## src/core/etcp_pkg.sv

```systemverilog
// Shared constants, mode type and mode decoder for the enhanced timer.
// Assumes one timer clock and control bits that are static while running.
package etcp_pkg;

	localparam int CNT_W = 10;
	localparam int PER_W = 11;
	localparam int CODE_W = 3;
	localparam int EDGE_SHIFT = 7;
	localparam int CTR_SHIFT = 6;

	localparam logic [1:0] ACT_NONE = 2'h0;
	localparam logic [1:0] ACT_LOW = 2'h1;
	localparam logic [1:0] ACT_HIGH = 2'h2;
	localparam logic [1:0] ACT_TOGGLE = 2'h3;

	localparam logic [1:0] PWM_INACT = 2'h0;
	localparam logic [1:0] PWM_ACT = 2'h1;
	localparam logic [1:0] PWM_WAVE = 2'h2;

	localparam logic [1:0] ALIGN_EDGE = 2'h0;
	localparam logic [1:0] ALIGN_UP = 2'h1;
	localparam logic [1:0] ALIGN_DOWN = 2'h2;
	localparam logic [1:0] ALIGN_BOTH = 2'h3;

	localparam logic [PER_W-1:0] FULL_PER = 11'h400;
	localparam logic [CNT_W-1:0] CNT_ZERO = 10'h000;
	localparam logic [CNT_W-1:0] CNT_ONE = 10'h001;
	localparam logic [CNT_W-1:0] CNT_TOP = 10'h3ff;
	localparam logic [CODE_W-1:0] CODE_FULL = 3'h0;

	typedef enum logic [1:0] {
		MODE_CMP,
		MODE_CAP,
		MODE_PWM,
		MODE_TMR
	} etcp_mode_t;

	function automatic etcp_mode_t etcp_dec_mode(input logic hi,
		input logic lo);
		case ({hi, lo})
			2'h0: return MODE_CMP;
			2'h1: return MODE_CAP;
			2'h2: return MODE_PWM;
			default: return MODE_TMR;
		endcase
	endfunction : etcp_dec_mode

endpackage : etcp_pkg

```

## src/core/etcp_timer.sv

```systemverilog
// Enhanced timer top: 10-bit counter, comparators A, B, P and both channels.
// Assumes control inputs come from logic on i_mclk and stay static while
// the timer runs; changing them mid-run gives undefined waveforms.
// Notes on behaviour
// - Both mode fields zero selects compare-match output mode.
// - Clear-select low clears on P match or overflow; flags A, B and P.
// - Clear-select high clears on A match; flags A and B, never P.
// - Pins change only on A or B compare match, never on P.
// - On match each pin goes high, low or toggles per its action field.
// - Compare action codes: 00 hold, 01 low, 10 high, 11 toggle.
// - Enable rising edge loads each pin with its initial level.
// - Mode 11 counts and flags like compare mode, pins undriven.
// - Exchange bit picks which register sets period and which duty in edge PWM.
// - PWM sets separate flags on comparator A and P matches.
// - PWM action field enables waveform or forces inactive or active.
// - Polarity bit inverts; output-control bit picks active level.
// - Alignment 00 edge, 01 up, 10 down, 11 both directions.
// - Edge PWM period is code times 128, code zero gives 1024.
// - Duty at or above the period holds the output active.
// - Edge PWM with clear-select high uses A as period, B only.
// - Centre PWM codes give 256 to 1024, zero 2046; duty 2C-1.
// - Centre PWM with clear-select high: setting 1023 gives 2046.
`timescale 1ns/1ps
module etcp_timer (
	input wire logic i_mclk,
	input wire logic i_rst_n,
	input wire logic i_clk_en,
	input wire logic i_timer_run_enable,
	input wire logic i_chan_a_mode_sel_hi,
	input wire logic i_chan_a_mode_sel_lo,
	input wire logic i_chan_b_mode_sel_hi,
	input wire logic i_chan_b_mode_sel_lo,
	input wire logic i_chan_a_action_hi,
	input wire logic i_chan_a_action_lo,
	input wire logic i_chan_b_action_hi,
	input wire logic i_chan_b_action_lo,
	input wire logic i_chan_a_initial_level,
	input wire logic i_chan_b_initial_level,
	input wire logic i_chan_a_output_invert,
	input wire logic i_chan_b_output_invert,
	input wire logic i_counter_clear_select,
	input wire logic i_duty_period_exchange,
	input wire logic i_pwm_align_sel_hi,
	input wire logic i_pwm_align_sel_lo,
	input wire logic [etcp_pkg::CNT_W-1:0] i_compare_a_value,
	input wire logic [etcp_pkg::CNT_W-1:0] i_compare_b_value,
	input wire logic [etcp_pkg::CODE_W-1:0] i_period_value,
	output logic [etcp_pkg::CNT_W-1:0] o_counter,
	output logic o_compare_a_flag,
	output logic o_compare_b_flag,
	output logic o_period_match_flag,
	output logic o_chan_a_out_pin,
	output logic o_chan_a_out_oe,
	output logic o_chan_b_out_pin0,
	output logic o_chan_b_out_pin1,
	output logic o_chan_b_out_pin2,
	output logic o_chan_b_out_oe0,
	output logic o_chan_b_out_oe1,
	output logic o_chan_b_out_oe2
);
	import etcp_pkg::*;

	logic [CNT_W-1:0] cnt;
	logic down;
	logic run_q;
	logic [CNT_W-1:0] next_cnt;
	logic next_down;
	etcp_mode_t mode_a;
	etcp_mode_t mode_b;
	logic legal, cmp_like, pwm, centre, run, rise, cclr;
	logic [1:0] align;
	logic [CNT_W-1:0] code10, p_top, c_top;
	logic [PER_W-1:0] plen, duty_a, duty_b, cnt11;
	logic m_a, m_b, m_p, edge_end, dir_ok;
	logic fa, fb, fp;
	logic act_a, act_b;
	logic b_pin, b_oe;

	assign mode_a = etcp_dec_mode(i_chan_a_mode_sel_hi, i_chan_a_mode_sel_lo);
	assign mode_b = etcp_dec_mode(i_chan_b_mode_sel_hi, i_chan_b_mode_sel_lo);
	// Mismatched mode pairs are not permitted, so they simply stop the timer.
	assign legal = (mode_a == mode_b) && (mode_a != MODE_CAP);
	assign cmp_like = legal
		&& (mode_a == MODE_CMP || mode_a == MODE_TMR);
	assign pwm = legal && (mode_a == MODE_PWM);
	assign align = {i_pwm_align_sel_hi, i_pwm_align_sel_lo};
	assign centre = pwm && (align != ALIGN_EDGE);
	assign run = i_timer_run_enable && legal;
	assign rise = i_timer_run_enable && !run_q;
	assign cclr = i_counter_clear_select;
	assign code10 = CNT_W'(i_period_value);
	assign cnt11 = {1'b0, cnt};

	// Comparator P compares against the last count of the code times 128 period.
	always_comb begin
		if (i_period_value == CODE_FULL) begin
			p_top = CNT_TOP;
		end else begin
			p_top = CNT_W'(code10 << EDGE_SHIFT) - CNT_ONE;
		end
	end

	always_comb begin
		duty_a = {1'b0, i_compare_a_value};
		duty_b = {1'b0, i_compare_b_value};
		if (cclr || i_duty_period_exchange) begin
			plen = (i_compare_a_value == CNT_ZERO) ? FULL_PER :
				duty_a;
			if (!cclr) begin
				duty_a = PER_W'(code10 << EDGE_SHIFT);
			end
		end else if (i_period_value == CODE_FULL) begin
			plen = FULL_PER;
		end else begin
			plen = PER_W'(code10 << EDGE_SHIFT);
		end
	end

	// Centre turnaround point; the full period is twice this value.
	always_comb begin
		if (cclr) begin
			c_top = (i_compare_a_value == CNT_ZERO) ? CNT_ONE :
				i_compare_a_value;
		end else if (i_period_value == CODE_FULL) begin
			c_top = CNT_TOP;
		end else begin
			c_top = CNT_W'((code10 + CNT_ONE) << CTR_SHIFT);
		end
	end

	assign m_a = (cnt == i_compare_a_value);
	assign m_b = (cnt == i_compare_b_value);
	assign m_p = (cnt == p_top);
	assign edge_end = (cnt11 == plen - PER_W'(CNT_ONE));

	always_comb begin
		case (align)
			ALIGN_UP: dir_ok = !down;
			ALIGN_DOWN: dir_ok = down;
			ALIGN_BOTH: dir_ok = 1'b1;
			default: dir_ok = 1'b1;
		endcase
	end

	always_comb begin
		fa = 1'b0;
		fb = 1'b0;
		fp = 1'b0;
		if (cmp_like) begin
			fa = m_a;
			fb = m_b;
			fp = !cclr && m_p;
		end else if (centre) begin
			fa = m_a && dir_ok;
			fb = m_b && dir_ok;
			fp = down && (cnt <= CNT_ONE);
		end else if (pwm) begin
			fa = m_a;
			fb = m_b;
			fp = edge_end;
		end
	end

	always_comb begin
		next_cnt = cnt + CNT_ONE;
		next_down = down;
		if (centre) begin
			if (!down) begin
				if (cnt >= c_top) begin
					next_cnt = (c_top <= CNT_ONE) ? CNT_ZERO : c_top - CNT_ONE;
					next_down = (c_top > CNT_ONE);
				end
			end else if (cnt <= CNT_ONE) begin
				next_cnt = CNT_ZERO;
				next_down = 1'b0;
			end else begin
				next_cnt = cnt - CNT_ONE;
			end
		end else if (pwm) begin
			if (edge_end) begin
				next_cnt = CNT_ZERO;
			end
		end else if (cclr ? m_a : m_p) begin
			next_cnt = CNT_ZERO;
		end
	end

	// Duty at or above the period keeps the wave active the whole period.
	always_comb begin
		if (centre) begin
			act_a = (i_compare_a_value >= c_top)
				|| (cnt < i_compare_a_value);
			act_b = (i_compare_b_value >= c_top)
				|| (cnt < i_compare_b_value);
		end else begin
			act_a = (duty_a >= plen) || (cnt11 < duty_a);
			act_b = (duty_b >= plen) || (cnt11 < duty_b);
		end
	end

	always_ff @(posedge i_mclk or negedge i_rst_n) begin
		if (!i_rst_n) begin
			run_q <= 1'b0;
		end else if (i_clk_en) begin
			run_q <= i_timer_run_enable;
		end
	end

	always_ff @(posedge i_mclk or negedge i_rst_n) begin
		if (!i_rst_n) begin
			cnt <= CNT_ZERO;
			down <= 1'b0;
		end else if (i_clk_en) begin
			if (rise) begin
				cnt <= CNT_ZERO;
				down <= 1'b0;
			end else if (run) begin
				cnt <= next_cnt;
				down <= next_down;
			end
		end
	end

	always_ff @(posedge i_mclk or negedge i_rst_n) begin
		if (!i_rst_n) begin
			o_counter <= CNT_ZERO;
		end else if (i_clk_en) begin
			o_counter <= cnt;
		end
	end

	always_ff @(posedge i_mclk or negedge i_rst_n) begin
		if (!i_rst_n) begin
			o_compare_a_flag <= 1'b0;
			o_compare_b_flag <= 1'b0;
			o_period_match_flag <= 1'b0;
		end else if (i_clk_en) begin
			o_compare_a_flag <= run && !rise && fa;
			o_compare_b_flag <= run && !rise && fb;
			o_period_match_flag <= run && !rise && fp;
		end
	end

	// Channel A is the period source when clear-select is high in PWM.
	etcp_chan u_chan_a (
		.i_mclk(i_mclk),
		.i_rst_n(i_rst_n),
		.i_clk_en(i_clk_en),
		.i_load(rise),
		.i_init_level(i_chan_a_initial_level),
		.i_match(run && !rise && cmp_like && fa),
		.i_action({i_chan_a_action_hi, i_chan_a_action_lo}),
		.i_pwm_mode(pwm),
		.i_pwm_active(act_a),
		.i_invert(i_chan_a_output_invert),
		.i_drive((legal && mode_a == MODE_CMP) || (pwm && !cclr)),
		.o_pin(o_chan_a_out_pin),
		.o_oe(o_chan_a_out_oe)
	);

	etcp_chan u_chan_b (
		.i_mclk(i_mclk),
		.i_rst_n(i_rst_n),
		.i_clk_en(i_clk_en),
		.i_load(rise),
		.i_init_level(i_chan_b_initial_level),
		.i_match(run && !rise && cmp_like && fb),
		.i_action({i_chan_b_action_hi, i_chan_b_action_lo}),
		.i_pwm_mode(pwm),
		.i_pwm_active(act_b),
		.i_invert(i_chan_b_output_invert),
		.i_drive((legal && mode_a == MODE_CMP) || pwm),
		.o_pin(b_pin),
		.o_oe(b_oe)
	);

	assign o_chan_b_out_pin0 = b_pin;
	assign o_chan_b_out_pin1 = b_pin;
	assign o_chan_b_out_pin2 = b_pin;
	assign o_chan_b_out_oe0 = b_oe;
	assign o_chan_b_out_oe1 = b_oe;
	assign o_chan_b_out_oe2 = b_oe;
endmodule : etcp_timer

```

## src/core/etcp_chan.sv

```systemverilog
// One output channel: compare-mode level state and the registered pin.
// Assumes the parent supplies match, load and PWM level on the same clock.
`timescale 1ns/1ps
module etcp_chan (
	input wire logic i_mclk,
	input wire logic i_rst_n,
	input wire logic i_clk_en,
	input wire logic i_load,
	input wire logic i_init_level,
	input wire logic i_match,
	input wire logic [1:0] i_action,
	input wire logic i_pwm_mode,
	input wire logic i_pwm_active,
	input wire logic i_invert,
	input wire logic i_drive,
	output logic o_pin,
	output logic o_oe
);
	import etcp_pkg::*;

	logic level;
	logic next_level;
	logic pwm_on;
	logic next_pin;

	always_comb begin
		next_level = level;
		if (i_load) begin
			next_level = i_init_level;
		end else if (i_match && !i_pwm_mode) begin
			case (i_action)
				ACT_LOW: next_level = 1'b0;
				ACT_HIGH: next_level = 1'b1;
				ACT_TOGGLE: next_level = ~level;
				default: next_level = level;
			endcase
		end
	end

	// Single pulse is not built here, so that code parks the pin inactive.
	always_comb begin
		case (i_action)
			PWM_ACT: pwm_on = 1'b1;
			PWM_WAVE: pwm_on = i_pwm_active;
			default: pwm_on = 1'b0;
		endcase
	end

	always_comb begin
		if (i_pwm_mode) begin
			next_pin = (pwm_on ? i_init_level : ~i_init_level)
				^ i_invert;
		end else begin
			next_pin = next_level ^ i_invert;
		end
	end

	always_ff @(posedge i_mclk or negedge i_rst_n) begin
		if (!i_rst_n) begin
			level <= 1'b0;
		end else if (i_clk_en) begin
			level <= next_level;
		end
	end

	always_ff @(posedge i_mclk or negedge i_rst_n) begin
		if (!i_rst_n) begin
			o_pin <= 1'b0;
			o_oe <= 1'b0;
		end else if (i_clk_en) begin
			o_pin <= next_pin;
			o_oe <= i_drive;
		end
	end

endmodule : etcp_chan

```

## config.mk

```make
export PLATFORM = sky130hd
export DESIGN_NAME = etcp_timer
export DESIGN_NICKNAME = d
export VERILOG_FILES = /design/src/core/etcp_pkg.sv /design/src/core/etcp_timer.sv /design/src/core/etcp_chan.sv
export SDC_FILE = /design/constraint.sdc
export NUM_CORES = 1
export LEC_CHECK = 0
export ABC_AREA = 1
export BUFFER_PORTS_ARGS = -buffer_cell sky130_fd_sc_hd__buf_2
export CORE_ASPECT_RATIO = 0.6
export CORE_MARGIN = 1.5
export CORE_UTILIZATION = 35
export DETAILED_ROUTE_END_ITERATION = 8
export GPL_TIMING_DRIVEN = 0
export PLACE_DENSITY_LB_ADDON = 0.15
export SYNTH_ARGS = -nofsm -noshare
export SYNTH_HDL_FRONTEND = slang
export SYNTH_SLANG_ARGS = --single-unit
```

## constraint.sdc

```tcl
create_clock -name i_mclk -period 4.24 [get_ports i_mclk]
set_input_delay 0.848 -clock i_mclk [delete_from_list [all_inputs] [get_ports i_mclk]]
set_output_delay 0.848 -clock i_mclk [all_outputs]
set_load 0.1 [all_outputs]
```

==> results <==
- The worst slew margin relative to its limit is 28.7%.
- The CTS tree is built.
- For the worst-skew pair, the clock arrives at the later sink with an insertion delay of 0.28 ns.
- For this run, the total global-route usage over all layers was measured as 22.7%.
- The number of max-slew violations in the final report is 0.
- The floorplan step set the die width to 160 microns.
- Summed over all layers, the routed wires come to 17500 microns.
- The pre-antenna-repair detailed-routing pass consisted of 5 iterations.
- The data arrival time of the worst path is 4.25 ns.
- The worst hold slack is 0.478 ns.
- The leakage component of the power is 0.00333 uW.
- The count of antenna-violating nets left after detailed routing is 0.
- After the flow finishes, the layout carries non-filler instances totaling 1081.
- The area added between synthesis and finish is 13.8%.
- The critical path class is input pin to flop.
- The flow ran to the end, and the final reports show no timing, DRC or antenna violations.
- VDD sags by at most 0.134 mV.
- The cell at the root of the clock tree is sky130_fd_sc_hd__clkbuf_16.
- In this run, distinct cell masters in the synthesized netlist total 39.
- In this run the worst hold path is classified as flop to flop.
- For this run, design rule violations remaining after detail routing come to 0.
- The power density over cell area is 253 nW/um^2.
- The count of buffers added by post-CTS timing repair for setup is 0.
- Entering global routing, the biggest net connects 32 pins.
- Among all flip-flop cells after synthesis, the most frequent one is sky130_fd_sc_hd__dfrtp_1.
- The H-tree was split into 2 levels.
- In this run the cell area of the synthesized design comes to 5170 sq um.
- For the pin with the worst max-slew slack, the measured transition is 1.06 ns.
- The largest stage delay on the critical path is 0.36 ns.
- The setup clock skew after layout is 0.00598 ns.
- The clock passes through at most 2 buffers.
- For this design the top-level I/O count stands at 64.
- The share of the clock period used by the worst path after layout is 95.2%.
- In this run the tool buffered the top-level ports with 62 buffer cells.
- The most frequent cell on the critical path is sky130_fd_sc_hd__nor2_1.
- Leaving out fill and tap cells, the most frequent cell in the layout is sky130_fd_sc_hd__nand2_1.
- The congestion estimate from routability-driven global placement came to 0.898.
- The row count is 34.
- The count of final setup violators is 0.
- Dividing the detail-routed wire length by the instance count gives 16.2 microns.
- Traced cell by cell, the critical path runs through buf_2, inv_1, ha_1, inv_1, nor2_1, nor2_1, inv_1, o22ai_2, ha_1, nand4_1, nor3_1, nor2_1, nand2_2, inv_2, nor2_4, inv_2, nor2_1, o21ai_0, o21ai_0, nand2_1, nand2_1.
- The highest clock frequency the design can meet is 248 MHz.
- In this run, synthesis inferred 0 flip-flops with an integrated enable.
- The average cell area after synthesis is 6.36 sq um.
- Along the worst path, the maximum fanout reaches 7.
- The overflow left after global routing is 0.
- Leaving out fill and tap cells, the most frequent cells in the layout are 213 x sky130_fd_sc_hd__nand2_1, 114 x sky130_fd_sc_hd__inv_1, 95 x sky130_fd_sc_hd__ha_1.
- The post-synth net total is 951.
- The worst setup path is captured at a flop.
- The share of post-route cells with drive strength above 1 is 11.3%.
- The wire length of the first global-routing pass is 27200 microns.
- The fraction of the yosys area taken by sequential cells is 15.0%.
- The fraction of registers with async set or reset after synthesis is 100%.
- The max-cap violation count is 0.
- Setup repair after global routing left no endpoint under its margin.
- For this configuration, the core starts out at a cell density of 35.8%.
- The via count of the first global-routing pass was 4802.
- Clock-pin slew was measured on the worst setup and hold paths at 0.05 ns.
- The worst setup path is launched from an input pin.
- The violation count after the first detailed-routing iteration is 425.
- TritonCTS created 5 clock buffers.
- The die covers 15500 sq um.
- The region available for standard cell placement spans 14500 sq um.
- The routed layout has 5411 vias.
- The height of the die is 97.2 microns.
- The repair_antennas step left the layout with diodes totalling 0.
- Synthesis produced 813 cells.
- In the final design database the tool counted 1020 nets.
- The synthesized flop and latch total is 31.
- The total clock sinks is 31.
- The critical path contains buffers and inverters numbering 6 combined.
- Subtracting the final worst setup slack from the clock period gives 4.04 ns.
- The via count normalized by instance count is 5.01.
- The number of hold violations in the final report came to 0.
- Summed over all nets, the half-perimeter wirelength after detailed placement is 14600 microns.
- Including well taps, the total number of placed cells is 1073.
- On the critical path the largest part of the delay comes from simple AND/OR/NAND/NOR gates.
- Among all stages on the critical path, the largest delay is contributed by sky130_fd_sc_hd__ha_1.
- The initial antenna violation count came to 0.
- The number of warnings printed during yosys synthesis is 0.
- The critical path data required time is 4.46 ns.
==> report_power, final <==
part / switching (uW) / total [uW] / leakage [uW] / internal, uW
sequential: 36.4 / 358 / 0.000417 / 322
combinational: 548 / 785 / 0.00284 / 237
clock: 131 / 348 / 0.0000679 / 217
total: 716 / 1490 / 0.00333 / 776
==> registers in the layout, summed over array words and instances (netlist names) <==
register and cells:
o_period_match_flag 1, o_compare_b_flag 1, u_chan_a.level 1, o_counter 10, down 1, u_chan_a.o_oe 1, cnt 10, u_chan_a.o_pin 1
u_chan_b.o_oe 1, u_chan_b.level 1, o_compare_a_flag 1, run_q 1, u_chan_b.o_pin 1
==> kinds of logic after synthesis <==
| logic type | Yosys count | share of synthesized area [%] |
|---|---|---|
| simple gates | 383 | 31.8 |
| buf+inv | 140 | 10.6 |
| compound gates | 131 | 14.0 |
| fa+ha+maj | 95 | 23.0 |
| xor+xnor | 33 | 5.59 |
| flops | 31 | 15.0 |
==> per-stage QoR <==
stage               total power (uW)  utilization [%]  setup TNS [ns]  area, sq um  worst slack [ns]
finish                          1490             40.7               0         5890             0.205
global route                    1610             40.7               0         5890            0.0367
CTS                             1490             40.6               0         5870             0.218
detailed placement              1130             39.6          -0.261         5730           -0.0617
global placement                1130             39.6          -0.460         5730            -0.110
floorplan                        922                -               0         5170              1.11
==> worst reg2reg max path, cell delays in order (launching register included) <==
cell and delay (ns):
sky130_fd_sc_hd__dfrtp_1 0.57, sky130_fd_sc_hd__ha_1 0.40, sky130_fd_sc_hd__nand2_1 0.16, sky130_fd_sc_hd__nor4_1 0.94, sky130_fd_sc_hd__nand2_1 0.18, sky130_fd_sc_hd__o311ai_0 0.43, sky130_fd_sc_hd__nand2_1 0.12, sky130_fd_sc_hd__nand2_1 0.08
sky130_fd_sc_hd__nand3_1 0.08, sky130_fd_sc_hd__nand3_1 0.07, sky130_fd_sc_hd__nand2_1 0.05
==> per-layer routing <==
| layer | GRT usage, % | share of wire [%] | wire length (microns) |
|---|---|---|---|
| met1 | 38.6 | 57 | 9960 |
| met2 | 28.2 | 34 | 5920 |
| met3 | 4.74 | 8.5 | 1490 |
| met4 | 2.52 | 0.57 | 99 |
| met5 | 0 | 0 | 0 |
==> synthesized netlist by cell type, types with 3 or more instances <==
| library cell | count | area [sq um] |
|---|---|---|
| sky130_fd_sc_hd__a21boi_0 | 4 | 30.0 |
| sky130_fd_sc_hd__a21oi_1 | 44 | 220 |
| sky130_fd_sc_hd__buf_4 | 4 | 30.0 |
| sky130_fd_sc_hd__clkbuf_1 | 11 | 41.3 |
| sky130_fd_sc_hd__dfrtp_1 | 31 | 776 |
| sky130_fd_sc_hd__ha_1 | 95 | 1190 |
| sky130_fd_sc_hd__inv_1 | 114 | 428 |
| sky130_fd_sc_hd__inv_2 | 7 | 26.3 |
| sky130_fd_sc_hd__nand2_1 | 213 | 800 |
| sky130_fd_sc_hd__nand2_2 | 3 | 18.8 |
| sky130_fd_sc_hd__nand3_1 | 54 | 270 |
| sky130_fd_sc_hd__nand3b_1 | 4 | 30.0 |
| sky130_fd_sc_hd__nand4_1 | 11 | 68.8 |
| sky130_fd_sc_hd__nor2_1 | 72 | 270 |
| sky130_fd_sc_hd__nor2_2 | 4 | 25.0 |
| sky130_fd_sc_hd__nor2_4 | 3 | 33.8 |
| sky130_fd_sc_hd__nor3_1 | 11 | 55.1 |
| sky130_fd_sc_hd__o211ai_1 | 4 | 30.0 |
| sky130_fd_sc_hd__o21ai_0 | 53 | 265 |
| sky130_fd_sc_hd__o21ai_1 | 7 | 35.0 |
| sky130_fd_sc_hd__o21bai_1 | 3 | 22.5 |
| sky130_fd_sc_hd__o22ai_1 | 5 | 31.3 |
| sky130_fd_sc_hd__xnor2_1 | 7 | 61.3 |
| sky130_fd_sc_hd__xor2_1 | 26 | 228 |
==> worst paths after layout <==
check	to	depth (start not counted)	slack [ns]	start
max	cnt[4]$_DFFE_PN0P_	21	0.20	i_period_value[0]
min	o_counter[7]$_DFFE_PN0P_	2	0.48	o_counter[7]$_DFFE_PN0P_
max reg2reg	u_chan_b.o_pin$_DFFE_PN0P_	10	1.07	cnt[9]$_DFFE_PN0P_
min reg2reg	o_counter[7]$_DFFE_PN0P_	2	0.48	o_counter[7]$_DFFE_PN0P_
max in group asynchronous	o_compare_a_flag$_DFFE_PN0P_	1	3.15	i_rst_n
min in group asynchronous	o_counter[0]$_DFFE_PN0P_	1	0.62	i_rst_n
==> final cells by class <==
| class | instances | area, sq um |
|---|---|---|
| fillers | 1602 | 8580 |
| multi-input cells | 642 | 3870 |
| flip-flops and latches | 31 | 776 |
| inverters | 122 | 458 |
| repair buffers | 62 | 310 |
| well taps | 198 | 248 |
| clock buffers | 7 | 133 |
| plain buffers | 18 | 92.6 |
| clock inverters | 1 | 5.00 |
==> timing repair <==
action | CTS | global route
endpoints found under the setup margin | 0 | 5
hold buffers | 0 | 0
gates resized for setup | 0 | 4
No activity file was read; power rests on OpenSTA's default activity.
